==> config.mk <==
export PLATFORM = sky130hd
export DESIGN_NAME = sfep_top
export DESIGN_NICKNAME = d
export VERILOG_FILES = /design/src/rtl/sfep_top.v
export VERILOG_INCLUDE_DIRS = /design/src /design/src/rtl
export SDC_FILE = /design/constraint.sdc
export NUM_CORES = 2
export LEC_CHECK = 0
export BUFFER_PORTS_ARGS = -buffer_cell sky130_fd_sc_hd__buf_2
export CAP_MARGIN = 20
export CORE_ASPECT_RATIO = 2
export CORE_MARGIN = 3
export CORE_UTILIZATION = 30
export DETAILED_ROUTE_END_ITERATION = 8
export HOLD_SLACK_MARGIN = 0.1
export SYNTH_ARGS = -nofsm -noshare
export SYNTH_HDL_FRONTEND = slang
export SYNTH_SLANG_ARGS = --single-unit
==> constraint.sdc <==
create_clock -name clk -period 9.44 [get_ports clk]
set_clock_uncertainty 0.15 [all_clocks]
set_input_delay 0.472 -clock clk [delete_from_list [all_inputs] [get_ports clk]]
set_output_delay 0.472 -clock clk [all_outputs]
set_load 0.005 [all_outputs]
==> src/rtl/sfep_defines.vh <==
// What this block does
// - small_region_wipe (20h) runs only when write_permit_latch is set.
// - small_region_wipe picks the 4K sector from address bits 23..12.
// - wipe frames must deselect exactly on a byte boundary, else rejected.
// - wipe frame is opcode plus three address bytes on lane 0 only.
// - valid wipe starts on deselect; busy_flag high; then idle, latch clear.
// - wipes set cells to one; protected sectors are never wiped.
// - half_region_wipe (52h) wipes the 32K block holding the address.
// - protected half_region_wipe leaves data alone but clears the latch.
// - mid_region_wipe (d8h) wipes the 64K block unless it is protected.
// - whole_array_wipe is 60h or c7h with no address bytes.
// - whole_array_wipe runs only when nothing is protected.
// - page_write (02h) programs zeros and needs write_permit_latch.
// - data past the page end wraps to offset zero of the same page.
// - over 256 data bytes: only the last 256 are programmed.
// - under 256 bytes: program from start offset, leave others untouched.
// - page_write needs at least one data byte and a byte-aligned deselect.
// - valid page_write runs timed program cycle; protected pages skipped.
// - four_lane_page_write (32h) needs the latch and four_lane_allow.
// - in 32h opcode and address use lane 0, data uses all four lanes.
// - half wipe keeps busy_flag high while running; status stays readable.
`ifndef SFEP_DEFINES_VH
`define SFEP_DEFINES_VH

// ****************************************************************
// opcodes
// ****************************************************************
`define SFEP_OPC_PERMIT 8'h06
`define SFEP_OPC_SMALL 8'h20
`define SFEP_OPC_HALF 8'h52
`define SFEP_OPC_MID 8'hd8
`define SFEP_OPC_WHOLE_A 8'h60
`define SFEP_OPC_WHOLE_B 8'hc7
`define SFEP_OPC_PAGE 8'h02
`define SFEP_OPC_QPAGE 8'h32

// ****************************************************************
// frame and array layout
// ****************************************************************
`define SFEP_WIPE_BYTES 4'h4
`define SFEP_CMD_BYTES 4'h1
`define SFEP_PAGE_MIN_BYTES 4'h5
`define SFEP_ADDR_W 24
`define SFEP_SMALL_MASK 24'hfff000
`define SFEP_HALF_MASK 24'hff8000
`define SFEP_MID_MASK 24'hff0000
`define SFEP_KIND_SMALL 2'h0
`define SFEP_KIND_HALF 2'h1
`define SFEP_KIND_MID 2'h2
`define SFEP_KIND_WHOLE 2'h3

// ****************************************************************
// timing (self-timed cycles, microseconds)
// ****************************************************************
`define SFEP_CLK_MHZ 200
`define SFEP_SMALL_WIPE_TIME_US 100
`define SFEP_HALF_WIPE_TIME_US 200
`define SFEP_MID_WIPE_TIME_US 300
`define SFEP_WHOLE_WIPE_TIME_US 1000
`define SFEP_PAGE_WRITE_TIME_US 50

// ****************************************************************
// program buffer
// ****************************************************************
`define SFEP_FIFO_W 16
`define SFEP_FIFO_D 16
`define SFEP_FIFO_AW 4

`endif

==> src/rtl/sfep_top.v <==
`timescale 1ns/1ps
`default_nettype none
`include "sfep_defines.vh"

// ****************************************************************
// program stream fifo
// ****************************************************************
module sfep_fifo #(
  parameter W = 16,
  parameter D = 16,
  parameter AW = 4
) (
  input wire clk,
  input wire sys_rst,
  input wire in_valid,
  output reg in_ready,
  input wire [W-1:0] in_data,
  output reg out_valid,
  input wire out_ready,
  output wire [W-1:0] out_data
);
  reg [W-1:0] mem [0:D-1];
  reg [AW-1:0] wr_ptr_r;
  reg [AW-1:0] rd_ptr_r;
  reg [AW:0] cnt_r;
  reg [AW:0] cnt_nxt;
  wire push = in_valid & in_ready;
  wire pop = out_valid & out_ready;

  assign out_data = mem[rd_ptr_r];

  always @* begin
    cnt_nxt = cnt_r;
    if (push & ~pop) begin
      cnt_nxt = cnt_r + 1'b1;
    end else if (pop & ~push) begin
      cnt_nxt = cnt_r - 1'b1;
    end
  end

  always @(posedge clk) begin
    if (push) begin
      mem[wr_ptr_r] <= in_data;
    end
  end

  always @(posedge clk) begin
    if (sys_rst) begin
      wr_ptr_r <= {AW{1'b0}};
      rd_ptr_r <= {AW{1'b0}};
      cnt_r <= {(AW+1){1'b0}};
      in_ready <= 1'b1;
      out_valid <= 1'b0;
    end else begin
      if (push) begin
        wr_ptr_r <= wr_ptr_r + 1'b1;
      end
      if (pop) begin
        rd_ptr_r <= rd_ptr_r + 1'b1;
      end
      cnt_r <= cnt_nxt;
      in_ready <= (cnt_nxt != D[AW:0]);
      out_valid <= (cnt_nxt != {(AW+1){1'b0}});
    end
  end
endmodule

// ****************************************************************
// erase / program command sequencer
// ****************************************************************
module sfep_top #(
  parameter [31:0] SMALL_WIPE_CYC = `SFEP_SMALL_WIPE_TIME_US * `SFEP_CLK_MHZ,
  parameter [31:0] HALF_WIPE_CYC = `SFEP_HALF_WIPE_TIME_US * `SFEP_CLK_MHZ,
  parameter [31:0] MID_WIPE_CYC = `SFEP_MID_WIPE_TIME_US * `SFEP_CLK_MHZ,
  parameter [31:0] WHOLE_WIPE_CYC = `SFEP_WHOLE_WIPE_TIME_US * `SFEP_CLK_MHZ,
  parameter [31:0] PAGE_WRITE_CYC = `SFEP_PAGE_WRITE_TIME_US * `SFEP_CLK_MHZ
) (
  input wire clk,
  input wire sys_rst,
  input wire chip_select_n,
  input wire serial_clk,
  input wire [3:0] io_lane_in,
  input wire [4:0] protect_range_bits,
  input wire four_lane_allow,
  input wire prog_ready,
  output reg busy_flag,
  output reg write_permit_latch,
  output reg wipe_req,
  output reg [1:0] wipe_kind,
  output reg [23:0] wipe_addr,
  output wire prog_valid,
  output wire [23:0] prog_addr,
  output wire [7:0] prog_data,
  output reg cmd_reject
);
  localparam ST_IDLE = 2'h0;
  localparam ST_WIPE = 2'h1;
  localparam ST_PUSH = 2'h2;
  localparam ST_PROG = 2'h3;

  // ****************************************************************
  // pin synchronisers and edge detection
  // ****************************************************************
  reg cs_s1_r, cs_s2_r, cs_d3_r;
  reg sclk_s1_r, sclk_s2_r, sclk_d3_r;
  reg [3:0] io_s1_r, io_s2_r;

  always @(posedge clk) begin
    if (sys_rst) begin
      cs_s1_r <= 1'b1;
      cs_s2_r <= 1'b1;
      cs_d3_r <= 1'b1;
      sclk_s1_r <= 1'b0;
      sclk_s2_r <= 1'b0;
      sclk_d3_r <= 1'b0;
      io_s1_r <= 4'h0;
      io_s2_r <= 4'h0;
    end else begin
      cs_s1_r <= chip_select_n;
      cs_s2_r <= cs_s1_r;
      cs_d3_r <= cs_s2_r;
      sclk_s1_r <= serial_clk;
      sclk_s2_r <= sclk_s1_r;
      sclk_d3_r <= sclk_s2_r;
      io_s1_r <= io_lane_in;
      io_s2_r <= io_s1_r;
    end
  end

  wire cs_fall = cs_d3_r & ~cs_s2_r;
  wire cs_rise = ~cs_d3_r & cs_s2_r;
  // idle-high clock (mode 3) gives no edge at select, only true rises count
  wire sclk_rise = sclk_s2_r & ~sclk_d3_r & ~cs_s2_r;

  // ****************************************************************
  // frame shifter
  // ****************************************************************
  reg [7:0] shift_r;
  reg [3:0] bit_cnt_r;
  reg [3:0] byte_cnt_r;
  reg [7:0] opc_r;
  reg [23:0] addr_r;
  reg [7:0] page_off_r;
  reg frame_dirty_r;
  reg [7:0] pbuf [0:255];
  reg [255:0] pvld_r;

  wire is_page = (opc_r == `SFEP_OPC_PAGE) | (opc_r == `SFEP_OPC_QPAGE);
  // opcode and address on lane 0, data of 32h on all lanes
  wire quad_phase = (opc_r == `SFEP_OPC_QPAGE) &
    (byte_cnt_r >= `SFEP_WIPE_BYTES);
  wire [3:0] step = quad_phase ? 4'h4 : 4'h1;
  // upper lanes ignored outside the four-lane data phase
  wire [7:0] byte_w = quad_phase ? {shift_r[3:0], io_s2_r} :
    {shift_r[6:0], io_s2_r[0]};
  wire byte_done = sclk_rise & ((bit_cnt_r + step) == 4'h8);

  // ****************************************************************
  // sequencer state
  // ****************************************************************
  reg [1:0] st_r;
  reg [31:0] tmr_r;
  reg [8:0] walk_r;
  reg [23:0] page_base_r;
  wire fifo_in_valid;
  wire fifo_in_ready;
  wire [15:0] fifo_out_data;
  wire [7:0] prot_n = (protect_range_bits[2:0] == 3'h0) ? 8'h00 :
    (8'h01 << (protect_range_bits[2:0] - 3'h1));
  wire [6:0] prot_blk = protect_range_bits[3] ? addr_r[22:16] :
    ~addr_r[22:16];
  wire hit = ({1'b0, prot_blk} < prot_n);
  wire aligned = (bit_cnt_r == 4'h0) & ~frame_dirty_r;
  wire permit_ok = write_permit_latch;

  always @(posedge clk) begin
    if (byte_done & (byte_cnt_r >= `SFEP_WIPE_BYTES) & is_page &
        (st_r == ST_IDLE)) begin
      pbuf[page_off_r] <= byte_w;
    end
  end

  always @(posedge clk) begin
    if (sys_rst) begin
      shift_r <= 8'h00;
      bit_cnt_r <= 4'h0;
      byte_cnt_r <= 4'h0;
      opc_r <= 8'h00;
      addr_r <= 24'h000000;
      page_off_r <= 8'h00;
      frame_dirty_r <= 1'b0;
      pvld_r <= 256'h0;
      st_r <= ST_IDLE;
      tmr_r <= 32'h00000000;
      walk_r <= 9'h000;
      page_base_r <= 24'h000000;
      busy_flag <= 1'b0;
      write_permit_latch <= 1'b0;
      wipe_req <= 1'b0;
      wipe_kind <= `SFEP_KIND_SMALL;
      wipe_addr <= 24'h000000;
      cmd_reject <= 1'b0;
    end else begin
      wipe_req <= 1'b0;
      cmd_reject <= 1'b0;
      // frames seen while busy never execute, even if busy ends mid-frame
      if (st_r != ST_IDLE & ~cs_s2_r) begin
        frame_dirty_r <= 1'b1;
      end
      if (cs_fall) begin
        bit_cnt_r <= 4'h0;
        byte_cnt_r <= 4'h0;
        frame_dirty_r <= (st_r != ST_IDLE);
      end else if (sclk_rise) begin
        shift_r <= byte_w;
        if (byte_done) begin
          bit_cnt_r <= 4'h0;
          if (byte_cnt_r != 4'hf) begin
            byte_cnt_r <= byte_cnt_r + 4'h1;
          end
          if (byte_cnt_r == 4'h0) begin
            opc_r <= byte_w;
            if (st_r == ST_IDLE) begin
              pvld_r <= 256'h0;
            end
          end else if (byte_cnt_r < `SFEP_WIPE_BYTES) begin
            addr_r <= {addr_r[15:0], byte_w};
            page_off_r <= byte_w;
          end else if (is_page & (st_r == ST_IDLE)) begin
            // offset wraps inside the page; later bytes overwrite earlier
            pvld_r[page_off_r] <= 1'b1;
            page_off_r <= page_off_r + 8'h01;
          end
        end else begin
          bit_cnt_r <= bit_cnt_r + step;
        end
      end

      case (st_r)
        ST_IDLE: begin
          if (cs_rise & ~frame_dirty_r) begin
            case (opc_r)
              `SFEP_OPC_PERMIT: begin
                if (aligned & (byte_cnt_r == `SFEP_CMD_BYTES)) begin
                  write_permit_latch <= 1'b1;
                end else begin
                  cmd_reject <= 1'b1;
                end
              end
              `SFEP_OPC_SMALL, `SFEP_OPC_HALF, `SFEP_OPC_MID: begin
                if (!aligned || byte_cnt_r != `SFEP_WIPE_BYTES ||
                    !permit_ok) begin
                  cmd_reject <= 1'b1;
                end else if (hit) begin
                  cmd_reject <= 1'b1;
                  if (opc_r == `SFEP_OPC_HALF) begin
                    write_permit_latch <= 1'b0;
                  end
                end else begin
                  st_r <= ST_WIPE;
                  busy_flag <= 1'b1;
                  wipe_req <= 1'b1;
                  if (opc_r == `SFEP_OPC_SMALL) begin
                    wipe_kind <= `SFEP_KIND_SMALL;
                    wipe_addr <= addr_r & `SFEP_SMALL_MASK;
                    tmr_r <= SMALL_WIPE_CYC;
                  end else if (opc_r == `SFEP_OPC_HALF) begin
                    wipe_kind <= `SFEP_KIND_HALF;
                    wipe_addr <= addr_r & `SFEP_HALF_MASK;
                    tmr_r <= HALF_WIPE_CYC;
                  end else begin
                    wipe_kind <= `SFEP_KIND_MID;
                    wipe_addr <= addr_r & `SFEP_MID_MASK;
                    tmr_r <= MID_WIPE_CYC;
                  end
                end
              end
              `SFEP_OPC_WHOLE_A, `SFEP_OPC_WHOLE_B: begin
                if (aligned & (byte_cnt_r == `SFEP_CMD_BYTES) & permit_ok &
                    (protect_range_bits[2:0] == 3'h0)) begin
                  st_r <= ST_WIPE;
                  busy_flag <= 1'b1;
                  wipe_req <= 1'b1;
                  wipe_kind <= `SFEP_KIND_WHOLE;
                  wipe_addr <= 24'h000000;
                  tmr_r <= WHOLE_WIPE_CYC;
                end else begin
                  cmd_reject <= 1'b1;
                end
              end
              `SFEP_OPC_PAGE, `SFEP_OPC_QPAGE: begin
                if (aligned & (byte_cnt_r >= `SFEP_PAGE_MIN_BYTES) &
                    permit_ok & ~hit &
                    (opc_r == `SFEP_OPC_PAGE | four_lane_allow)) begin
                  st_r <= ST_PUSH;
                  busy_flag <= 1'b1;
                  walk_r <= 9'h000;
                  page_base_r <= {addr_r[23:8], 8'h00};
                  tmr_r <= PAGE_WRITE_CYC;
                end else begin
                  cmd_reject <= 1'b1;
                end
              end
              default: begin
              end
            endcase
          end
        end
        ST_WIPE: begin
          if (tmr_r <= 32'h1) begin
            st_r <= ST_IDLE;
            busy_flag <= 1'b0;
            write_permit_latch <= 1'b0;
          end else begin
            tmr_r <= tmr_r - 32'h1;
          end
        end
        ST_PUSH: begin
          if (tmr_r > 32'h1) begin
            tmr_r <= tmr_r - 32'h1;
          end
          if (walk_r[8]) begin
            st_r <= ST_PROG;
          end else if (!pvld_r[walk_r[7:0]] || fifo_in_ready) begin
            walk_r <= walk_r + 9'h001;
          end
        end
        ST_PROG: begin
          if (tmr_r > 32'h1) begin
            tmr_r <= tmr_r - 32'h1;
          end else if (!prog_valid) begin
            st_r <= ST_IDLE;
            busy_flag <= 1'b0;
            write_permit_latch <= 1'b0;
          end
        end
        default: begin
          st_r <= ST_IDLE;
        end
      endcase
    end
  end

  // ****************************************************************
  // program stream to the array
  // ****************************************************************
  assign fifo_in_valid = (st_r == ST_PUSH) & ~walk_r[8] &
    pvld_r[walk_r[7:0]];

  sfep_fifo #(
    .W(`SFEP_FIFO_W),
    .D(`SFEP_FIFO_D),
    .AW(`SFEP_FIFO_AW)
  ) u_fifo (
    .clk(clk),
    .sys_rst(sys_rst),
    .in_valid(fifo_in_valid),
    .in_ready(fifo_in_ready),
    .in_data({walk_r[7:0], pbuf[walk_r[7:0]]}),
    .out_valid(prog_valid),
    .out_ready(prog_ready),
    .out_data(fifo_out_data)
  );

  assign prog_addr = {page_base_r[23:8], fifo_out_data[15:8]};
  assign prog_data = fifo_out_data[7:0];
endmodule
`default_nettype wire

# Word-level counts from Yosys, hierarchy flattened
# Memories as Yosys holds them, arrays and structs flattened. A register that Yosys moved wholly into a read port is not among the register bits.
# Index checks and enable logic that the tools add are counted.
# totals
ff_bits	430
ram_bits	2304
in_bits	15
output_inout_bits	63
word_cells	270
memories	2
# memory_table
memory	depth	width	read_ports	rd_ports_with_merged_regs	wr	line_no	rtl
pbuf	256	8	1	1	1	sfep_top.v:145	reg [7:0] pbuf [0:255];
u_fifo.mem	16	16	1	1	1	sfep_top.v:22	reg [W-1:0] mem [0:D-1];
# op_classes
add_sub_neg	10
magnitude_cmp	9
n_eq_ne	41
shifts	1
n_mux	94
bitwise	42
n_reduce_logical	39
# ops
op	n
two-way mux 256 bit	4
bitwise OR 256 bit	1
two-way mux 32 bit	7
one-hot mux 32 bit (3 select lines)	2
two-way mux 24 bit	3
two-way mux 16 bit	3
two-way mux 8 bit	6
one-hot mux 24 bit (2 select lines)	1
two-way mux 9 bit	5
greater-than comparator 32 x 1 -> 1 bit, second input constant	1
<= comparator 32 x 1 -> 1 bit, second input constant	1
subtractor 32 x 1 -> 32 bit, second input constant	1
AND reduction 10 bit	3
two-way mux 1 bit	29
two-way mux 2 bit	14
AND 1 bit	26
!= test 2 bit, second input constant	12
!= test 3 bit, second input constant	7
< comparator 8 x 9 -> 1 bit, second input constant	2
one-hot mux 9 bit (2 select lines)	1
AND reduction 6 bit	3
== test 8 x 6 -> 1 bit, second input constant	2
== test 8 x 7 -> 1 bit, second input constant	2
== test 8 bit, second input constant	2
56 further kinds	98

# Depth between registers and ports, before layout
# logic_depth
ltp_word	13
depth_mapped	20
mapped_depth_nobuf	14

# By module
# Synthesis repeated with hierarchy kept, for this count alone.
# unflattened
cells_unflattened	5651
area_unflattened_um2	106906.3
# modules_own_cells
mod	instances	cells_per_inst	area_per_inst_um2	seq_area_each_um2
sfep_top	1	5183	96166.0	69726.9
sfep_fifo	1	468	10740.3	8067.7

# Least setup slack after synthesis
# Ideal clock, no wire load.
# synth_timing
kind	register -> register
startpoint	register opc_r[2]
endpoint	memory pbuf[0][1] (data pin)
setup_ns	0.770
arrival_ns	4.478
t_required_ns	8.520
path_slack_ns	4.042
stages_incl_launch_ff	7
n_path_buf	1
path_cell_list	dfxtp_1 or2_2 nor4_1 and3_1 clkbuf_1 mux2i_1 inv_1
# synth_between
elab_chain_len	3
# synth_rtl
element	line_no	rtl
start, declared	sfep_top.v:141	reg [7:0] opc_r;
start signal, assigned	sfep_top.v:222	opc_r <= byte_w;
== test 8 x 6 -> 1 bit	n/a	
AND 1 bit	sfep_top.v:150	wire quad_phase = (opc_r == `SFEP_OPC_QPAGE) &
two-way mux 8 bit	sfep_top.v:154	wire [7:0] byte_w = quad_phase ? {shift_r[3:0], io_s2_r} :
named net byte_w[1]	sfep_top.v:154	
end, declared	sfep_top.v:145	
# The timed path passes the listed nets, and every way through them passes these cells.

# Worst setup path after layout
# layout_timing
startpoint	register opc_r[3]
endpoint	register pvld_r[203]
# layout_between
elab_chain_len	7
word_cells_on_any_way	11
cone_classes	add/sub: 1; eq/ne: 3; mux: 1; bitwise: 4; reduce/logical: 2
# layout_rtl
element	line_no	rtl
== test 8 x 6 -> 1 bit	n/a	
AND 1 bit	sfep_top.v:150	
two-way mux 3 bit	sfep_top.v:152	wire [3:0] step = quad_phase ? 4'h4 : 4'h1;
adder 4 x 3 -> 4 bit	sfep_top.v:156	wire byte_done = sclk_rise & ((bit_cnt_r + step) == 4'h8);
== test 4 bit	sfep_top.v:156	
AND 1 bit	sfep_top.v:156	
AND reduction 6 bit (no source line) *	n/a	
end signal, assigned	sfep_top.v:192	pvld_r <= 256'h0;
end signal, assigned	sfep_top.v:224	pvld_r <= 256'h0;
end signal, assigned by index	sfep_top.v:231	pvld_r[page_off_r] <= 1'b1;
end, declared	sfep_top.v:146	reg [255:0] pvld_r;
# Mark *: on every way between the ends. The rest lies on a longest branch, timed or not.
# A chain may end at the register's enable or synchronous reset.

==> impl_metrics.toml <==
[final_layout]
ff_latch_area_um2 = 77800
nFillCells = 32800
area_delta_synth_final_pct = 12.9
multi_input_area_um2 = 27100
drive_gt1_share_pct = 23.8
final_nets = 5749
layout.cells.non_filler = 10600

[worst_setup_path]
rr_worst_depth = 13
critPathCaptureType = "register"
critical_path_peak_fanout = 234
crit_required_ns = 9.93
r2r_slack_ns = 3.45
reg2reg_to = "pvld_r[203]"
rr_startpoint = "opc_r[3]"
start_kind = "register"
critPathArrivalTime_ns = 6.47
crit_type = "register to register"

[detailed_routing]
num_vias = 52800
avgRoutedWirePerCell_um = 25.3
post-route-drc-count = 0
wl_um = 267000
drtIter0Drc = 4483
vias_per_cell = 5.00
first_pass_iters = 5
antenna_left = 0

[logic_synthesis]
ys.flop_type = "edfxtp_1"
synth_top_cell_area_share_pct = 65.0
synthTopCellsByCount = "edfxtp_1 (2304), mux4_2 (807), nor2_1 (656)"
syn-cell-area_um2 = 106000
synth-seq-cells = 2734
synth_edf_count = 2304
yosysMostFrequentCell = "edfxtp_1"
seq_area_frac_synth_pct = 73.1
async_flop_share_pct = 0
synth.top_cells.by_area = "edfxtp_1 (65%), mux4_2 (17%), dfxtp_1 (8.1%)"
yosys_warnings = 0
avgSynthCellArea_um2 = 18.8
synth_cell_type_count = 73
synth_cells = 5658
synth_top_area_cell = "edfxtp_1"

[sta]
final.min_clock_period_ns = 5.99
worst_pin_slew_ns = 1.21
hold_viol = 0
timing.fmax_ghz = 0.167
relSlewSlack_pct = 19.2
holdWs_ns = 0.199
report.final.slew_viol_count = 0
setup_tns_ns = 0
post-route-period-util_pct = 63.4
rsz0062_at_grt = "no"
finalSetupViolCount = 0

[cts]
numCtsBuffers = 224
cts.sinks = 2734
cts-root-buf = "clkbuf_16"
post_cts_resize_count = 0
clock_path_buffers = 4
path_clk_slew_ns = 0.07
cts-htree-levels = 4
cts_tree = "built"
clock_latency_ns = 0.90

[floorplanning]
placeableCoreArea_um2 = 353000
die_w_um = 427
die_y_um = 849
io_pins = 78
placementRows = 308
die-area_um2 = 363000
start_util_pct = 30.2

[grt]
grt_pass1_wl_um = 390000
track_usage_pct = 14.6
grt_max_degree = 235
antenna_found_initial = 3
gr-total-overflow = 0
grt_pass1_vias = 56000

[placed_design]
gp_congestion = 0.796
io_buffers = 64
post-place-cells = 10100
dpl.hpwl_um = 166000

[run]
drv_cap = 0

[power_and_ir_drop]
leakage_nw = 36.2
power.density_nw_per_um2 = 193
peakVddDrop_mv = 0.162

[outcome]
status = "complete, no violations"

[min_path]
hold_end = "sclk_s1_r"
hold_class = "input port to register"
worstHoldPathCells = 3
hold_start = "serial_clk"
-- cell type report --
| class | instances | share of cell area (%) |
|---|---|---|
| Sequential cell | 2734 | 64.8 |
| Multi-Input combinational cell | 2522 | 22.6 |
| Tap cell | 4650 | 4.84 |
| Clock buffer | 254 | 4.77 |
| Clock inverter | 159 | 1.64 |
| Timing Repair Buffer | 184 | 1.23 |
| Inverter | 41 | 0.172 |
| Antenna cell | 7 | 0.0146 |
-- cell families after synthesis --
logic type,share of synthesized area [%]
flip-flops,73.1
AND/OR/NAND/NOR,4.30
multiplexers,17.8
AO/OA/AOI/OAI,2.73
buffers and inverters,1.57
adder cells (fa/ha/maj),0.317
XOR/XNOR,0.206
other,0.00352
-- worst max-delay path, stage by stage (launching register included) --
cell	delay (ns)
dfxtp_1	0.35
or2_2	0.32
nor4_1	0.41
and3_1	0.59
inv_1	0.11
ha_1	0.21
ha_1	0.30
nor3_1	0.27
and3_1	0.46
a21boi_0	0.50
and3_1	0.61
a21o_4	0.38
buf_12	0.58
nor2_1	0.14
-- how the worst max path moves through the flow --
stage,startpoint,end,slack [ns],cells past startpoint
after CTS,opc_r[3],pvld_r[151],3.55,13
after global routing,opc_r[3],pvld_r[132],3.02,14
after floorplan,opc_r[2],pbuf[0][1],4.04,6
after detailed placement,opc_r[3],pbuf[105][5],3.61,12
after global placement,opc_r[2],pbuf[104][5],3.69,12
final,opc_r[3],pvld_r[203],3.45,13
-- stage by stage --
stage          cell area, um2  util [%]  setup WS [ns]  total power, mW
2_1_floorplan          107000         -           4.04             13.4
3_3_place_gp           112000      31.8           3.69             13.5
3_5_place_dp           112000      31.8           3.61             13.5
4_1_cts                120000      34.0           3.55             23.4
5_1_grt                120000      34.1           3.02             23.9
6_report               120000      34.1           3.45             23.2
-- state kept, by name, indices dropped and copies added (netlist names), 5 cells and up, named ones only --
register / flops
addr_r: 24
opc_r: 8
page_base_r: 16
page_off_r: 8
pbuf: 2048
pvld_r: 256
shift_r: 7
tmr_r: 32
u_fifo.cnt_r: 5
u_fifo.mem: 256
walk_r: 9
wipe_addr: 12
-- per-layer routing --
| layer | part of all wire [%] | track usage, % |
|---|---|---|
| met5 | 0 | 0 |
| met2 | 56 | 28.0 |
| met1 | 33 | 15.1 |
| met3 | 4.5 | 1.79 |
| met4 | 6.3 | 7.97 |
-- where the power goes --
group	internal (mW)	switching (mW)
sequential	12.9	0.0347
combinational	0.149	0.158
clock	5.54	4.39
-- what timing repair did --
action	in CTS	in global routing
setup endpoints to repair	0	0
hold buffers	10	0
buffers inserted	0	0
hold endpoints to repair	61	0
-- cell usage in the layout, fill, tap and decap left out, types with 42 or more instances in the layout --
| cell | netlist | final |
|---|---|---|
| nor2_1 | 656 | 642 |
| buf_2 | 14 | 63 |
| dfxtp_1 | 430 | 418 |
| buf_4 | 19 | 95 |
| o21ai_0 | 48 | 48 |
| clkbuf_16 | 0 | 225 |
| mux2i_1 | 63 | 63 |
| nand2_1 | 164 | 164 |
| a21oi_1 | 337 | 337 |
| bufinv_16 | 0 | 42 |
| edfxtp_1 | 2304 | 2304 |
| mux4_2 | 807 | 807 |
No activity file was read; power rests on OpenSTA's default activity.
